$ cat src/hw/pwm_ctrl_pkg.sv
// Package for the current-mode pulse sequencer: timing counts and carriers.
// Assumes a single 25 MHz reference clock.
package pwm_ctrl_pkg;

	// ****************************************
	// Timing
	// ****************************************
	localparam int unsigned CLK_HZ            = 25_000_000;
	localparam int unsigned STEP_TIME_US      = 300;
	localparam int unsigned STEP_CYCLES       = (STEP_TIME_US * (CLK_HZ / 1_000_000));
	localparam int unsigned SOFT_TIME_MS      = 10;
	localparam int unsigned SOFT_CYCLES       = SOFT_TIME_MS * (CLK_HZ / 1000);
	localparam int unsigned SOFT_STEPS        = 32;
	localparam int unsigned F_NOM_HZ          = 65_000;
	localparam int unsigned F_DEV_HZ          = 2_600;
	localparam int unsigned PERIOD_NOM        = CLK_HZ / F_NOM_HZ;
	localparam int unsigned PERIOD_MIN        = CLK_HZ / (F_NOM_HZ + F_DEV_HZ);
	localparam int unsigned PERIOD_MAX        = CLK_HZ / (F_NOM_HZ - F_DEV_HZ);
	localparam int unsigned JITTER_TIME_MS    = 4;
	localparam int unsigned JITTER_CYCLES     = JITTER_TIME_MS * (CLK_HZ / 1000);
	localparam int unsigned DMAX_NUM          = 3;
	localparam int unsigned DMAX_DEN          = 4;
	localparam int unsigned BLANK_NORM_NS     = 220;
	localparam int unsigned BLANK_BURST_NS    = 180;
	localparam int unsigned CLK_PERIOD_NS     = 1_000_000_000 / CLK_HZ;
	localparam int unsigned BLANK_NORM_CYC    = (BLANK_NORM_NS + CLK_PERIOD_NS - 1) / CLK_PERIOD_NS;
	localparam int unsigned BLANK_BURST_CYC   = (BLANK_BURST_NS + CLK_PERIOD_NS - 1) / CLK_PERIOD_NS;

	localparam int unsigned STEP_W   = 5;
	localparam int unsigned PER_W    = 9;
	localparam int unsigned BASE_W   = 20;

	// ****************************************
	// Carriers
	// ****************************************
	typedef struct packed {
		logic feedback_trip;
		logic ramp_up_trip;
		logic current_limit_trip;
		logic burst_current_trip;
	} comp_flags_s;

	typedef enum logic [1:0] {
		ST_LOCKOUT,
		ST_SOFT,
		ST_NORMAL
	} seq_state_e;

endpackage

$ cat src/hw/pwm_oscillator.sv
// Oscillator: fixed-frequency switching pulse with triangular jitter and duty cap.
// Assumes a 25 MHz clock and a synchronous clear from the sequencer.
`timescale 1ns/10ps
module pwm_oscillator
	import pwm_ctrl_pkg::*;
(
	input  wire logic              ref_clk_i,   // Reference clock
	input  wire logic              clear_i,     // Hold in reset
	input  wire logic              jitter_en_i, // Allow frequency jitter
	input  wire logic              jit_tick_i,  // One pulse per jitter step
	output logic                   start_o,     // One-cycle turn-on pulse
	output logic                   dmax_o,      // Beyond duty limit
	output logic [PER_W-1:0]       period_o     // Current period length
);

	logic [PER_W-1:0] phase;
	logic [PER_W-1:0] period;
	logic             jit_up;
	logic [PER_W-1:0] next_phase;
	logic [PER_W-1:0] next_period;
	logic             next_jit_up;
	logic             next_start;
	logic             next_dmax;

	localparam logic [PER_W-1:0] P_NOM = PER_W'(PERIOD_NOM);
	localparam logic [PER_W-1:0] P_MIN = PER_W'(PERIOD_MIN);
	localparam logic [PER_W-1:0] P_MAX = PER_W'(PERIOD_MAX);

	always_comb begin
		next_phase  = phase + 9'h001;
		next_period = period;
		next_jit_up = jit_up;
		next_start  = 1'b0;
		if (phase >= period - 9'h001) begin
			next_phase = 9'h000;
			next_start = 1'b1;
		end
		// Duty cap: on-time may fill only three quarters of the period
		next_dmax = (PER_W+2)'(next_phase) * (PER_W+2)'(DMAX_DEN)
			>= (PER_W+2)'(period) * (PER_W+2)'(DMAX_NUM); // RULE_08
		if (!jitter_en_i) begin
			next_period = P_NOM; // RULE_09
		end else if (jit_tick_i) begin
			// Triangular sweep between the deviation limits
			if (jit_up) begin
				if (period >= P_MAX) next_jit_up = 1'b0;
				else next_period = period + 9'h001; // RULE_07
			end else begin
				if (period <= P_MIN) next_jit_up = 1'b1;
				else next_period = period - 9'h001; // RULE_07
			end
		end
		if (clear_i) begin
			next_phase  = 9'h000;
			next_period = P_NOM;
			next_jit_up = 1'b1;
			next_start  = 1'b0;
			next_dmax   = 1'b0;
		end
	end

	always_ff @(posedge ref_clk_i) begin
		phase   <= next_phase;
		period  <= next_period;
		jit_up  <= next_jit_up;
		start_o <= next_start;
		dmax_o  <= next_dmax;
	end

	assign period_o = period;

endmodule

$ cat src/hw/pwm_softstart_limiter.sv
// Sequencer of a current-mode switching controller: soft start, pulse latch,
// blanking and burst current limit around one oscillator.
// Assumes comparator flags and supply status arrive asynchronously from pins.
//
// Notes on behaviour
// RULE_01 - Soft start begins once supply rises above turn-on threshold.
// RULE_02 - Ramp-up level rises in 32 steps, one per counter increment.
// RULE_03 - A step pulse every 300us lowers the current-sink setting.
// RULE_04 - Soft start ends 10ms after switch-on; sink then fully off.
// RULE_05 - Allowed duty grows from zero to normal maximum during soft start.
// RULE_06 - Every auto-restart attempt reruns the full soft start.
// RULE_07 - Oscillator runs at 65 kHz with plus or minus four percent jitter, 4ms period.
// RULE_08 - On-time is capped at 0.75 of each period.
// RULE_09 - Jitter applies only after soft start, 2.6 kHz about nominal.
// RULE_10 - Oscillator sets pulse latch; first of three comparators clears it.
// RULE_11 - Gate off immediately whenever pulse latch is reset.
// RULE_12 - Gate held low while supply is under undervoltage threshold.
// RULE_13 - Sensed current above limit clears latch and ends on-time.
// RULE_14 - Sense ignored 220ns after turn-on, 180ns in burst mode.
// RULE_15 - Burst mode enables reduced-threshold burst current comparator.
// RULE_16 - Dynamic limit thresholds compensate delay, in normal and burst mode.
// RULE_17 - Supply below turn-off threshold clears the soft-start counter.
// RULE_18 - Comparator flags synchronised; latch reset beats set in one cycle.
// RULE_19 - Step, jitter and blanking timing share one timebase cleared on lockout; here base, jit_cnt and blank_cnt are separate, all cleared on lockout.
`timescale 1ns/10ps
module pwm_softstart_limiter
	import pwm_ctrl_pkg::*;
(
	input  wire logic              ref_clk_i,        // 25 MHz clock
	input  wire logic              rst_i,            // Synchronous reset, high
	input  wire logic              supply_ok_i,      // Supply above turn-on, async
	input  wire logic              restart_i,        // Auto-restart attempt, async
	input  wire logic              burst_mode_i,     // Burst mode active, async
	input  wire comp_flags_s       comp_i,           // Comparator outputs, async
	output logic                   gate_o,           // Power switch gate drive
	output logic                   sink_en_o,        // Soft-start current sink on
	output logic [STEP_W-1:0]      ramp_up_level_o,  // Soft-start step index
	output logic                   soft_done_o,      // Soft start complete
	output logic                   blank_o,          // Sense path blanked
	output logic                   burst_limit_en_o, // Burst comparator enabled
	output logic                   slope_comp_en_o   // Dynamic threshold enabled
);

	// ****************************************
	// Input synchronisers
	// ****************************************
	localparam int unsigned SYN_W = 7;
	logic [SYN_W-1:0] sync_a;
	logic [SYN_W-1:0] sync_b;
	logic             supply_s;
	logic             restart_s;
	logic             burst_s;
	comp_flags_s      comp_s;
	logic             restart_d;

	// Two flops in front of every asynchronous input; slower than an analog path but glitch-safe
	always_ff @(posedge ref_clk_i) begin
		sync_a <= {supply_ok_i, restart_i, burst_mode_i, comp_i}; // RULE_18
		sync_b <= sync_a;
	end
	assign {supply_s, restart_s, burst_s, comp_s} = sync_b;

	// ****************************************
	// Sequencing state and timebase
	// ****************************************
	seq_state_e        state;
	seq_state_e        next_state;
	logic [BASE_W-1:0] base;
	logic [BASE_W-1:0] next_base;
	logic [BASE_W-1:0] jit_cnt;
	logic [BASE_W-1:0] next_jit_cnt;
	logic [STEP_W-1:0] step;
	logic [STEP_W-1:0] next_step;
	logic              restart_rise;
	logic              lockout;
	logic              step_tick;
	logic              jit_tick;

	localparam logic [BASE_W-1:0] STEP_LAST = BASE_W'(STEP_CYCLES - 1);
	localparam logic [BASE_W-1:0] SOFT_LAST = BASE_W'(SOFT_CYCLES - 1);
	localparam logic [BASE_W-1:0] JIT_LAST  =
		BASE_W'(JITTER_CYCLES / (2 * (PERIOD_MAX - PERIOD_MIN)) - 1);
	localparam logic [STEP_W-1:0] STEP_TOP  = STEP_W'(SOFT_STEPS - 1);

	assign restart_rise = restart_s & ~restart_d;
	assign lockout      = rst_i | ~supply_s;
	assign jit_tick     = (jit_cnt == JIT_LAST);

	always_comb begin
		next_state   = state;
		next_base    = base + 20'h00001;
		next_jit_cnt = jit_tick ? 20'h00000 : jit_cnt + 20'h00001;
		next_step    = step;
		step_tick    = 1'b0;
		unique case (state)
			ST_LOCKOUT: begin
				next_base = 20'h00000;
				if (supply_s) next_state = ST_SOFT; // RULE_01
			end
			ST_SOFT: begin
				if ((base + 20'h00001) % 20'(STEP_CYCLES) == 20'h00000) begin
					step_tick = 1'b1; // RULE_03
					if (step != STEP_TOP) next_step = step + 5'h01; // RULE_02
				end
				if (base == SOFT_LAST) begin
					next_state = ST_NORMAL; // RULE_04
				end
			end
			ST_NORMAL: begin
				next_base = base;
			end
		endcase
		if (restart_rise && state != ST_LOCKOUT) begin
			next_state = ST_SOFT; // RULE_06
			next_base  = 20'h00000;
			next_step  = 5'h00;
		end
		if (lockout) begin
			next_state   = ST_LOCKOUT; // RULE_17
			next_base    = 20'h00000; // RULE_19
			next_jit_cnt = 20'h00000;
			next_step    = 5'h00;
		end
	end

	always_ff @(posedge ref_clk_i) begin
		state     <= next_state;
		base      <= next_base;
		jit_cnt   <= next_jit_cnt;
		step      <= next_step;
		restart_d <= rst_i ? 1'b0 : restart_s;
	end

	// ****************************************
	// Oscillator
	// ****************************************
	logic             osc_start;
	logic             osc_dmax;
	logic [PER_W-1:0] osc_period;

	pwm_oscillator pwm_oscillator_inst (
		.ref_clk_i   (ref_clk_i),
		.clear_i     (lockout),
		.jitter_en_i (state == ST_NORMAL),
		.jit_tick_i  (jit_tick),
		.start_o     (osc_start),
		.dmax_o      (osc_dmax),
		.period_o    (osc_period)
	);

	// ****************************************
	// Pulse latch, blanking and soft-start duty ceiling
	// ****************************************
	logic             pulse_latch;
	logic             next_latch;
	logic [3:0]       blank_cnt;
	logic [3:0]       next_blank;
	logic [PER_W-1:0] on_cnt;
	logic [PER_W-1:0] next_on;
	logic [PER_W-1:0] soft_limit;
	logic             blanked;
	logic             clear_req;

	localparam logic [3:0] BLANK_N = 4'(BLANK_NORM_CYC);
	localparam logic [3:0] BLANK_B = 4'(BLANK_BURST_CYC);

	// On-time ceiling scales with the step: a digital stand-in for the ramp-up level
	function automatic logic [PER_W-1:0] ceiling(input logic [STEP_W-1:0] s,
		input logic [PER_W-1:0] p);
		logic [PER_W+STEP_W+1:0] prod;
		prod = (PER_W+STEP_W+2)'(p) * (PER_W+STEP_W+2)'(s) * (PER_W+STEP_W+2)'(DMAX_NUM);
		ceiling = PER_W'(prod / (PER_W+STEP_W+2)'(SOFT_STEPS * DMAX_DEN));
	endfunction

	assign soft_limit = ceiling(step, osc_period); // RULE_05
	assign blanked    = (blank_cnt != 4'h0);

	always_comb begin
		next_latch = pulse_latch;
		next_blank = blanked ? blank_cnt - 4'h1 : 4'h0;
		next_on    = pulse_latch ? on_cnt + 9'h001 : 9'h000;
		clear_req  = osc_dmax
			| (!blanked && comp_s.feedback_trip) // RULE_10
			| (!blanked && comp_s.current_limit_trip) // RULE_13
			| (!blanked && burst_s && comp_s.burst_current_trip) // RULE_15
			| (state == ST_SOFT && (comp_s.ramp_up_trip || on_cnt >= soft_limit)); // RULE_05
		if (osc_start && !clear_req) begin
			next_latch = 1'b1; // RULE_10
			next_blank = burst_s ? BLANK_B : BLANK_N; // RULE_14
			next_on    = 9'h000;
		end
		if (clear_req) begin
			next_latch = 1'b0; // RULE_18
		end
		if (lockout) begin
			next_latch = 1'b0; // RULE_12
			next_blank = 4'h0;
			next_on    = 9'h000;
		end
	end

	always_ff @(posedge ref_clk_i) begin
		pulse_latch <= next_latch;
		blank_cnt   <= next_blank;
		on_cnt      <= next_on;
	end

	// ****************************************
	// Registered outputs
	// ****************************************
	always_ff @(posedge ref_clk_i) begin
		gate_o           <= next_latch; // RULE_11
		sink_en_o        <= (next_state == ST_SOFT); // RULE_04
		ramp_up_level_o  <= next_step; // RULE_02
		soft_done_o      <= (next_state == ST_NORMAL);
		blank_o          <= (next_blank != 4'h0); // RULE_14
		burst_limit_en_o <= ~lockout & burst_s; // RULE_15
		// Comparator thresholds are analog; this only enables their slope term
		slope_comp_en_o  <= ~lockout; // RULE_16
	end

	// ****************************************
	// Assertions
	// ****************************************
	a_gate_lockout: assert property (@(posedge ref_clk_i) // RULE_12
		(!supply_s || rst_i) |=> !gate_o)
		else $error("gate on during lockout");

	a_gate_follows_latch: assert property (@(posedge ref_clk_i) disable iff (rst_i) // RULE_11
		gate_o == pulse_latch)
		else $error("gate differs from latch");

	a_limit_clears: assert property (@(posedge ref_clk_i) disable iff (rst_i) // RULE_13
		(pulse_latch && !blanked && comp_s.current_limit_trip) |=> !pulse_latch)
		else $error("current limit did not end pulse");

	// Lockout cuts blanking short on purpose, so it disables the check
	a_blank_holds: assert property (@(posedge ref_clk_i) disable iff (lockout) // RULE_14
		($rose(pulse_latch) && !$past(burst_s)) |-> blank_o [*6] ##1 !blank_o)
		else $error("normal blanking length wrong");

	a_blank_burst: assert property (@(posedge ref_clk_i) disable iff (lockout) // RULE_14
		($rose(pulse_latch) && $past(burst_s)) |-> blank_o [*5] ##1 !blank_o)
		else $error("burst blanking length wrong");

	a_burst_gate: assert property (@(posedge ref_clk_i) disable iff (rst_i) // RULE_15
		(pulse_latch && supply_s && !blanked && !burst_s && !comp_s.feedback_trip
		 && !comp_s.current_limit_trip && !osc_dmax
		 && !(state == ST_SOFT && (comp_s.ramp_up_trip || on_cnt >= soft_limit)))
		|=> pulse_latch)
		else $error("burst comparator acted outside burst");

	a_step_lockout: assert property (@(posedge ref_clk_i) // RULE_17
		(!supply_s) |=> (step == 5'h00 && state == ST_LOCKOUT))
		else $error("step counter not cleared");

	a_step_advance: assert property (@(posedge ref_clk_i) disable iff (rst_i || !supply_s) // RULE_03
		(step_tick && step != STEP_TOP && !restart_rise) |=> step == $past(step) + 5'h01)
		else $error("step did not advance");

	a_reset_wins: assert property (@(posedge ref_clk_i) disable iff (rst_i) // RULE_18
		(osc_start && clear_req) |=> !pulse_latch)
		else $error("set won over reset");

	a_soft_end: assert property (@(posedge ref_clk_i) disable iff (lockout) // RULE_04
		(state == ST_SOFT && base == SOFT_LAST && !restart_rise) |=> ##1 (!sink_en_o && soft_done_o))
		else $error("soft start did not finish");

	a_sink_soft: assert property (@(posedge ref_clk_i) disable iff (rst_i) // RULE_01
		($past(supply_s) && supply_s && $past(state) == ST_LOCKOUT) |-> ##1 sink_en_o)
		else $error("soft start not begun");

	a_duty_cap: assert property (@(posedge ref_clk_i) disable iff (rst_i) // RULE_08
		pulse_latch |-> ((PER_W+2)'(on_cnt) * (PER_W+2)'(DMAX_DEN)
			< (PER_W+2)'(osc_period) * (PER_W+2)'(DMAX_NUM)))
		else $error("on-time beyond duty cap");

	a_nominal_in_soft: assert property (@(posedge ref_clk_i) disable iff (rst_i) // RULE_09
		(state != ST_NORMAL) |=> (osc_period == PER_W'(PERIOD_NOM)))
		else $error("period jittered before normal operation");

	a_sink_lockout: assert property (@(posedge ref_clk_i) // RULE_17
		lockout |=> (!sink_en_o && ramp_up_level_o == 5'h00 && !soft_done_o))
		else $error("soft start state kept in lockout");

	a_slope_lockout: assert property (@(posedge ref_clk_i) // RULE_16
		lockout |=> !slope_comp_en_o)
		else $error("slope term enabled in lockout");

	a_burst_enable: assert property (@(posedge ref_clk_i) disable iff (rst_i) // RULE_15
		(!lockout) |=> (burst_limit_en_o == $past(burst_s)))
		else $error("burst comparator enable wrong");

	a_restart_clears: assert property (@(posedge ref_clk_i) disable iff (rst_i) // RULE_06
		(restart_rise && !lockout) |=> (step == 5'h00 && state == ST_SOFT))
		else $error("restart did not rerun soft start");

	a_ramp_trip_ends: assert property (@(posedge ref_clk_i) disable iff (rst_i) // RULE_10
		(state == ST_SOFT && comp_s.ramp_up_trip) |=> !pulse_latch)
		else $error("ramp-up trip did not end pulse");

	a_feedback_ends: assert property (@(posedge ref_clk_i) disable iff (rst_i) // RULE_10
		(!blanked && comp_s.feedback_trip) |=> !pulse_latch)
		else $error("feedback trip did not end pulse");

	a_step_zero_off: assert property (@(posedge ref_clk_i) disable iff (rst_i) // RULE_05
		(state == ST_SOFT && step == 5'h00) |=> !pulse_latch)
		else $error("pulse at zero soft-start step");

endmodule

$ cat config.mk
export PLATFORM = sky130hd
export DESIGN_NAME = pwm_softstart_limiter
export DESIGN_NICKNAME = d
export VERILOG_FILES = /design/src/hw/pwm_ctrl_pkg.sv /design/src/hw/pwm_oscillator.sv /design/src/hw/pwm_softstart_limiter.sv
export SDC_FILE = /design/constraint.sdc
export NUM_CORES = 1
export LEC_CHECK = 0
export BUFFER_PORTS_ARGS = -buffer_cell sky130_fd_sc_hd__buf_2
export CORE_MARGIN = 8
export CORE_UTILIZATION = 40
export CTS_BUF_LIST = sky130_fd_sc_hd__clkbuf_4
export CTS_CLUSTER_SIZE = 12
export DETAILED_ROUTE_END_ITERATION = 10
export MAX_ROUTING_LAYER = met4
export PLACE_DENSITY = 0.55
export SYNTH_ARGS = -nofsm -noshare
export SYNTH_HDL_FRONTEND = slang
export SYNTH_SLANG_ARGS = --single-unit
$ cat constraint.sdc
create_clock -name ref_clk_i -period 19 [get_ports ref_clk_i]
set_clock_uncertainty 0.2 [all_clocks]
set_input_delay 2.85 -clock ref_clk_i [delete_from_list [all_inputs] [get_ports ref_clk_i]]
set_output_delay 2.85 -clock ref_clk_i [all_outputs]
set_load 0.01 [all_outputs]
=== After elaboration in Yosys (flattened, before gate mapping) ===
Cells that the tools add are included.

* Bits in registers: 102
* Bits of input ports: 9
* Output and inout port bits: 11

* Add/sub/neg operators: 8
* Multiply operators: 3
* Div/mod/pow operators: 1
* $lt $le $gt $ge: 5
* Equality and inequality tests: 9
* Muxes and demuxes: 18
* Bitwise logic cells: 12
* Reductions and logical operators: 23

{| class="wikitable"
|+ Operators with widths
! operator !! count
|-
| $add 20x1->20 const B || 2
|-
| $pmux 20 s2 || 1
|-
| $mux 9 || 4
|-
| $add 9x1->9 const B || 3
|-
| $eq 20x11->1 const B || 1
|-
| $eq 20x18->1 const B || 1
|-
| $logic_not 20->1 || 1
|-
| $mod 20x13->20 const B || 1
|-
| $ge 9x9->1 || 2
|-
| $mul 14x2->16 const B || 1
|-
| $mul 9x5->14 || 1
|-
| $mux 4 || 3
|-
| $ge 11x11->1 || 1
|-
| $mul 9x2->11 const B || 1
|-
| $mux 2 || 5
|-
| $ge 9x9->1 const B || 1
|-
| $le 9x9->1 const B || 1
|-
| $sub 9x1->9 const B || 1
|-
| $reduce_bool 4->1 || 2
|-
| $reduce_or 2->1 || 4
|-
| $logic_and 1x1->1 || 7
|-
| $reduce_and 3->1 || 2
|-
| $add 5x1->5 const B || 1
|-
| $ne 5x5->1 const B || 1
|-
| 16 further kinds || 31
|}

=== Depth between registers and ports, before layout ===
* Depth after elaboration: 12
* Gate-level depth with buffers: 35

=== Hierarchy ===
From an unflattened synthesis, not the netlist that was laid out.

* Cell total of the unflattened synthesis: 1536
* Area, all modules: 11890.2 um2

{| class="wikitable"
|+ By module, submodules not included
! module !! instances !! cells an instance !! area each (um2)
|-
| pwm_softstart_limiter || 1 || 1279 || 9735.6
|-
| pwm_oscillator || 1 || 257 || 2154.6
|}

=== Least setup slack after synthesis ===
Ideal clock, no wire load.

* Kind: reg2reg
* Start point: reg base[0]
* End point: reg ramp_up_level_o[2]
* Setup time: 71 ps
* Arrival time: 8534 ps
* Data required time: 18729 ps
* Slack: 10196 ps
* Stages on the path, launching flop included: 31
* Buffers on the path: 1
* Cells stage by stage: dfxtp_1 -> ha_1 -> nand4_4 -> nor4_4 -> mux2i_1 -> o31ai_4 -> o2111a_1 -> mux2_4 -> o31ai_4 -> mux2_2 -> nand2_2 -> a31oi_4 -> or4_4 -> a31o_2 -> a21oi_1 -> mux2_2 -> a31oi_4 -> or2_1 -> nand3_2 -> o41ai_2 -> o21ai_2 -> xnor2_1 -> o31ai_1 -> o21a_1 -> buf_6 -> mux2i_1 -> a21oi_1 -> or2_1 -> o31a_1 -> or4_1 -> a21oi_1

* Longest elaborated chain between the ends: 4

{| class="wikitable"
|+ Ends and longest elaborated chain
! item !! RTL line !! RTL
|-
| from (decl) || pwm_softstart_limiter.sv:68 || <nowiki>logic [BASE_W-1:0] base;</nowiki>
|-
| from (signal assigned) || pwm_softstart_limiter.sv:128 || <nowiki>base <= next_base;</nowiki>
|-
| $add 20x1->20 || pwm_softstart_limiter.sv:101 || <nowiki>if ((base + 20'h00001) % 20'(STEP_CYCLES) == 20'h00000) begin</nowiki>
|-
| $mod 20x13->20 || pwm_softstart_limiter.sv:101 ||
|-
| $logic_not 20->1 || pwm_softstart_limiter.sv:101 ||
|-
| $reduce_and 3->1 (no source line) || n/a ||
|-
| to (signal assigned) || pwm_softstart_limiter.sv:214 || <nowiki>ramp_up_level_o <= next_step;</nowiki>
|-
| to (decl) || pwm_softstart_limiter.sv:37 || <nowiki>output logic [STEP_W-1:0] ramp_up_level_o,</nowiki>
|}

No other way between the ends.
A chain may end at the register's enable or synchronous reset.

=== Final worst setup path ===
* Start point: reg base[1]
* End point: reg ramp_up_level_o[2]

Same word-level chain as after synthesis.

==> impl_results.md <==
- Status: complete, no violations
- Initial core utilization: approximately two fifths
- Slowest cell delay on critical path: about 0.68 ns
- Area growth syn-to-layout: 4.57%
- Worst min path class: flip-flop to flip-flop
- CP Class: flip-flop to flip-flop
- Met2 Track Usage GR: ~27%
- Crit path top cell by count: mux2i_1
- Die Height: between 150 and 200 um
- Internal power: around 0.26 mW
- Worst hold stages: 0
- Netlist cell types: between 100 and 150
- Total track usage: 16.8%
- Combinational Power Share: roughly 2.4%
- Peak supply drop: 0.0494 mV
- Slew margin rel.: about 29%
- CTS max path bufs: 2
- Cells on worst reg2reg path: 29
- Root buf cell: clkbuf_4
- Synth Flop Type: dfxtp_1
- Worst hold start: sync_a[0]
- Resized Gates After CTS: 0
- Core area: approximately 28,000 um2
- IO buf count: 19
- Crit path buffers/inverters: 0
- Die ar.: 33,900 um2
- Final min period: roughly 11 ns
- Max-slew violation count: 0
- WP data arrival: between 10 and 15 ns
- Residual DRC count: 0
- Sw frac: about a quarter
- RSZ-0062 raised after global routing: false
- Pre-Repair DR Iteration Count: 5
- Largest area contributor in the netlist: dfxtp_1
- FMAX: around 0.092 GHz
- TNS Setup: 0 ns
- Clock transition at the registers of the reported paths: 0.19 ns
- Total power: between 0.3 and 0.4 mW
- Tcrit/Tclk final: 57.1%
- Hold Path End: sync_b[0]
- Syn Std Cell Area: 11,300 um2
- Crit end category: flip-flop
- Gpl congestion: roughly 0.85
- CTS tree: built
- Worst slew pin tran: about 1.1 ns
- Final core occ: between 40% and 50%
- Slowest cell on crit path: o31a_1
- Synth top area share: 18.1%
- Ports: 20
- Largest net degree at the start of global routing: 28
- # rows: 61
- CP Max Fanout: 18
- Reg2reg start: base[1]
- Setup Fix Bufs, Post-CTS: 0
- Post-synth EDFFs: 0
- Fin. Hold Viols: 0
- Vias in the first global route: a little under 10,000
- Max-Cap Viols: 0
- Clk_lat worst skew: ~0.48 ns
- Synth cell count leaders: nor2_1 (143), nand2_1 (115), dfxtp_1 (102), ha_1 (94), a21oi_1 (85)
- Via count: between 10,000 and 15,000
- Dpl hpwl: 21,500 um
- Initial antenna violation count: 1
- Clock power frac: between 30% and 40%
- Hold-fix buffers, CTS: 0
- Async S/R FF share, synth: 0%
- Sequential power share: around three fifths
- Met3 Resource Use GR: under 10%
- Worst setup SP type: flip-flop
- Leak: around 4.7 nW
- Wire per inst: 15.4 um
- Initial DRC count: ~630
- Reg-to-reg setup timing slack: around 8.2 ns
- Syn nets: around 1,600
- Clock tree sinks: about 100
- First-pass GRT wire length: approximately 47,000 um
- Via/cell ratio: about 5.6
- TritonCTS Buffers: 9
- Synth Warn #: 0
- Horiz. Die Dim: between 150 and 200 um
- Final setup viols: 0
- GR Overflow Total: 0
- Switching pwr: about 0.09 mW
- Critical Path RT: around 19 ns
- Reg2reg end: ramp_up_level_o[2]
- Antenna viol nets, final: 0
- GR Util met1: between 20% and 30%
- Htree depth: 3
- Delay-heaviest family, CP: compound AO/OA/AOI/OAI gates
- Most Crowded Layer GR: met2
- Count leader, synth: nor2_1
- Avg Cell Area, Syn: ~7.8 um2
- Sequential element share of the synthesized area: between 10% and 20%
- Nets: around 1,500
- Mapped Cells: roughly 1,400
- Synth area leaders: dfxtp_1 (18%), ha_1 (10%), xnor2_1 (6.0%), nor2_1 (4.8%), fa_1 (3.9%)
- Drt total wl: around 28,000 um
- Layout cells sized above 1: under 10%
- P per Cell Area: 30.1 nW/um2
- Flops & latches, synth: roughly 100
## flip-flops by register name, summed over array words and instances (netlist names), 2 cells and up
signal / flops
sync_a: 7
state: 2
blank_cnt: 4
on_cnt: 9
pwm_oscillator_inst.phase: 9
base: 20
ramp_up_level_o: 5
sync_b: 7
pwm_oscillator_inst.period_o: 9
jit_cnt: 20
## placed cells by master (no fill, tap or decap), types with 16 or more instances in the layout
cell      Yosys  layout
xor2_1       46      46
dfxtp_1     102     102
nor2_1      143     143
nor3_1       48      48
nand2b_1     20      20
o21ai_0      62      62
inv_1        68      68
a21o_1       18      18
nand2_1     115     115
buf_2        13      19
nand3_1      58      58
ha_1         94      94
fa_1         22      22
o211ai_1     17      17
nand4_1      26      26
a21oi_1      85      85
xnor2_1      78      78
nor2b_1      16      16
mux2i_1      16      16
a22oi_1      21      21
and3_1       19      19
and2_1       33      33
## cell type report
class,instances,area (um2)
fillers,2870,16000
multi-input cells,1213,8710
flip-flops and latches,102,2040
well taps,378,473
inverters,69,259
repair buffers,27,155
clock inverters,7,100
clock buffers,9,67.6
diodes,1,2.50
## worst max-delay path by stage
stage / slack [ns] / from / endpoint / depth (start not counted)
after floorplan: 10.20 / base[0] / ramp_up_level_o[2] / 30
after global placement: 8.63 / base[0] / ramp_up_level_o[3] / 29
after detailed placement: 8.32 / base[0] / ramp_up_level_o[3] / 29
after CTS: 8.23 / base[1] / ramp_up_level_o[2] / 29
after global routing: 7.34 / base[1] / ramp_up_level_o[3] / 29
final: 8.16 / base[1] / ramp_up_level_o[2] / 29
## per-layer routing
metal	up-vias	wire, um
met2	184	12800
met1	4758	13800
li1	5205	-
met4	0	314
met3	21	809
met5	-	0
## power by group through the flow
stage | logic (mW) | registers (mW) | clock network, mW
finish | 0.00848 | 0.219 | 0.128
global route | 0.00971 | 0.219 | 0.142
CTS | 0.00878 | 0.219 | 0.135
global placement | 0.00868 | 0.223 | 0
floorplan | 0.00610 | 0.222 | 0
detailed placement | 0.00873 | 0.223 | 0
## through the flow
step	worst slack, ns	instances	area, um2	hold WS [ns]
3_3_place_gp	8.63	1789	11600	0.110
2_1_floorplan	10.20	1449	11300	0.110
3_5_place_dp	8.32	1789	11600	0.112
5_1_grt	7.34	1806	11800	0.126
4_1_cts	8.23	1805	11800	0.118
6_report	8.16	1806	11800	0.132
## worst register-to-register path: cells and delay by family (launching register included)
| kind | cells | cell delay [ns] |
|---|---|---|
| XOR/XNOR | 1 | 0.21 |
| multiplexers | 4 | 1.52 |
| adder cells (fa/ha/maj) | 1 | 0.33 |
| AO/OA/AOI/OAI | 14 | 4.94 |
| flip-flops | 1 | 0.43 |
| AND/OR/NAND/NOR | 9 | 3.15 |
## logic make-up (layout without fill, tap and decap cells)
group | after synthesis | after routing | share of synthesized area, %
XOR/XNOR | 124 | 124 | 9.62
adder cells (fa/ha/maj) | 116 | 116 | 14.3
flip-flops | 102 | 102 | 18.1
AO/OA/AOI/OAI | 395 | 395 | 25.8
multiplexers | 28 | 28 | 2.80
other | 0 | 1 | 0
AND/OR/NAND/NOR | 550 | 550 | 24.6
buffers and inverters | 134 | 112 | 4.82
(Power assumes the default switching activity.)
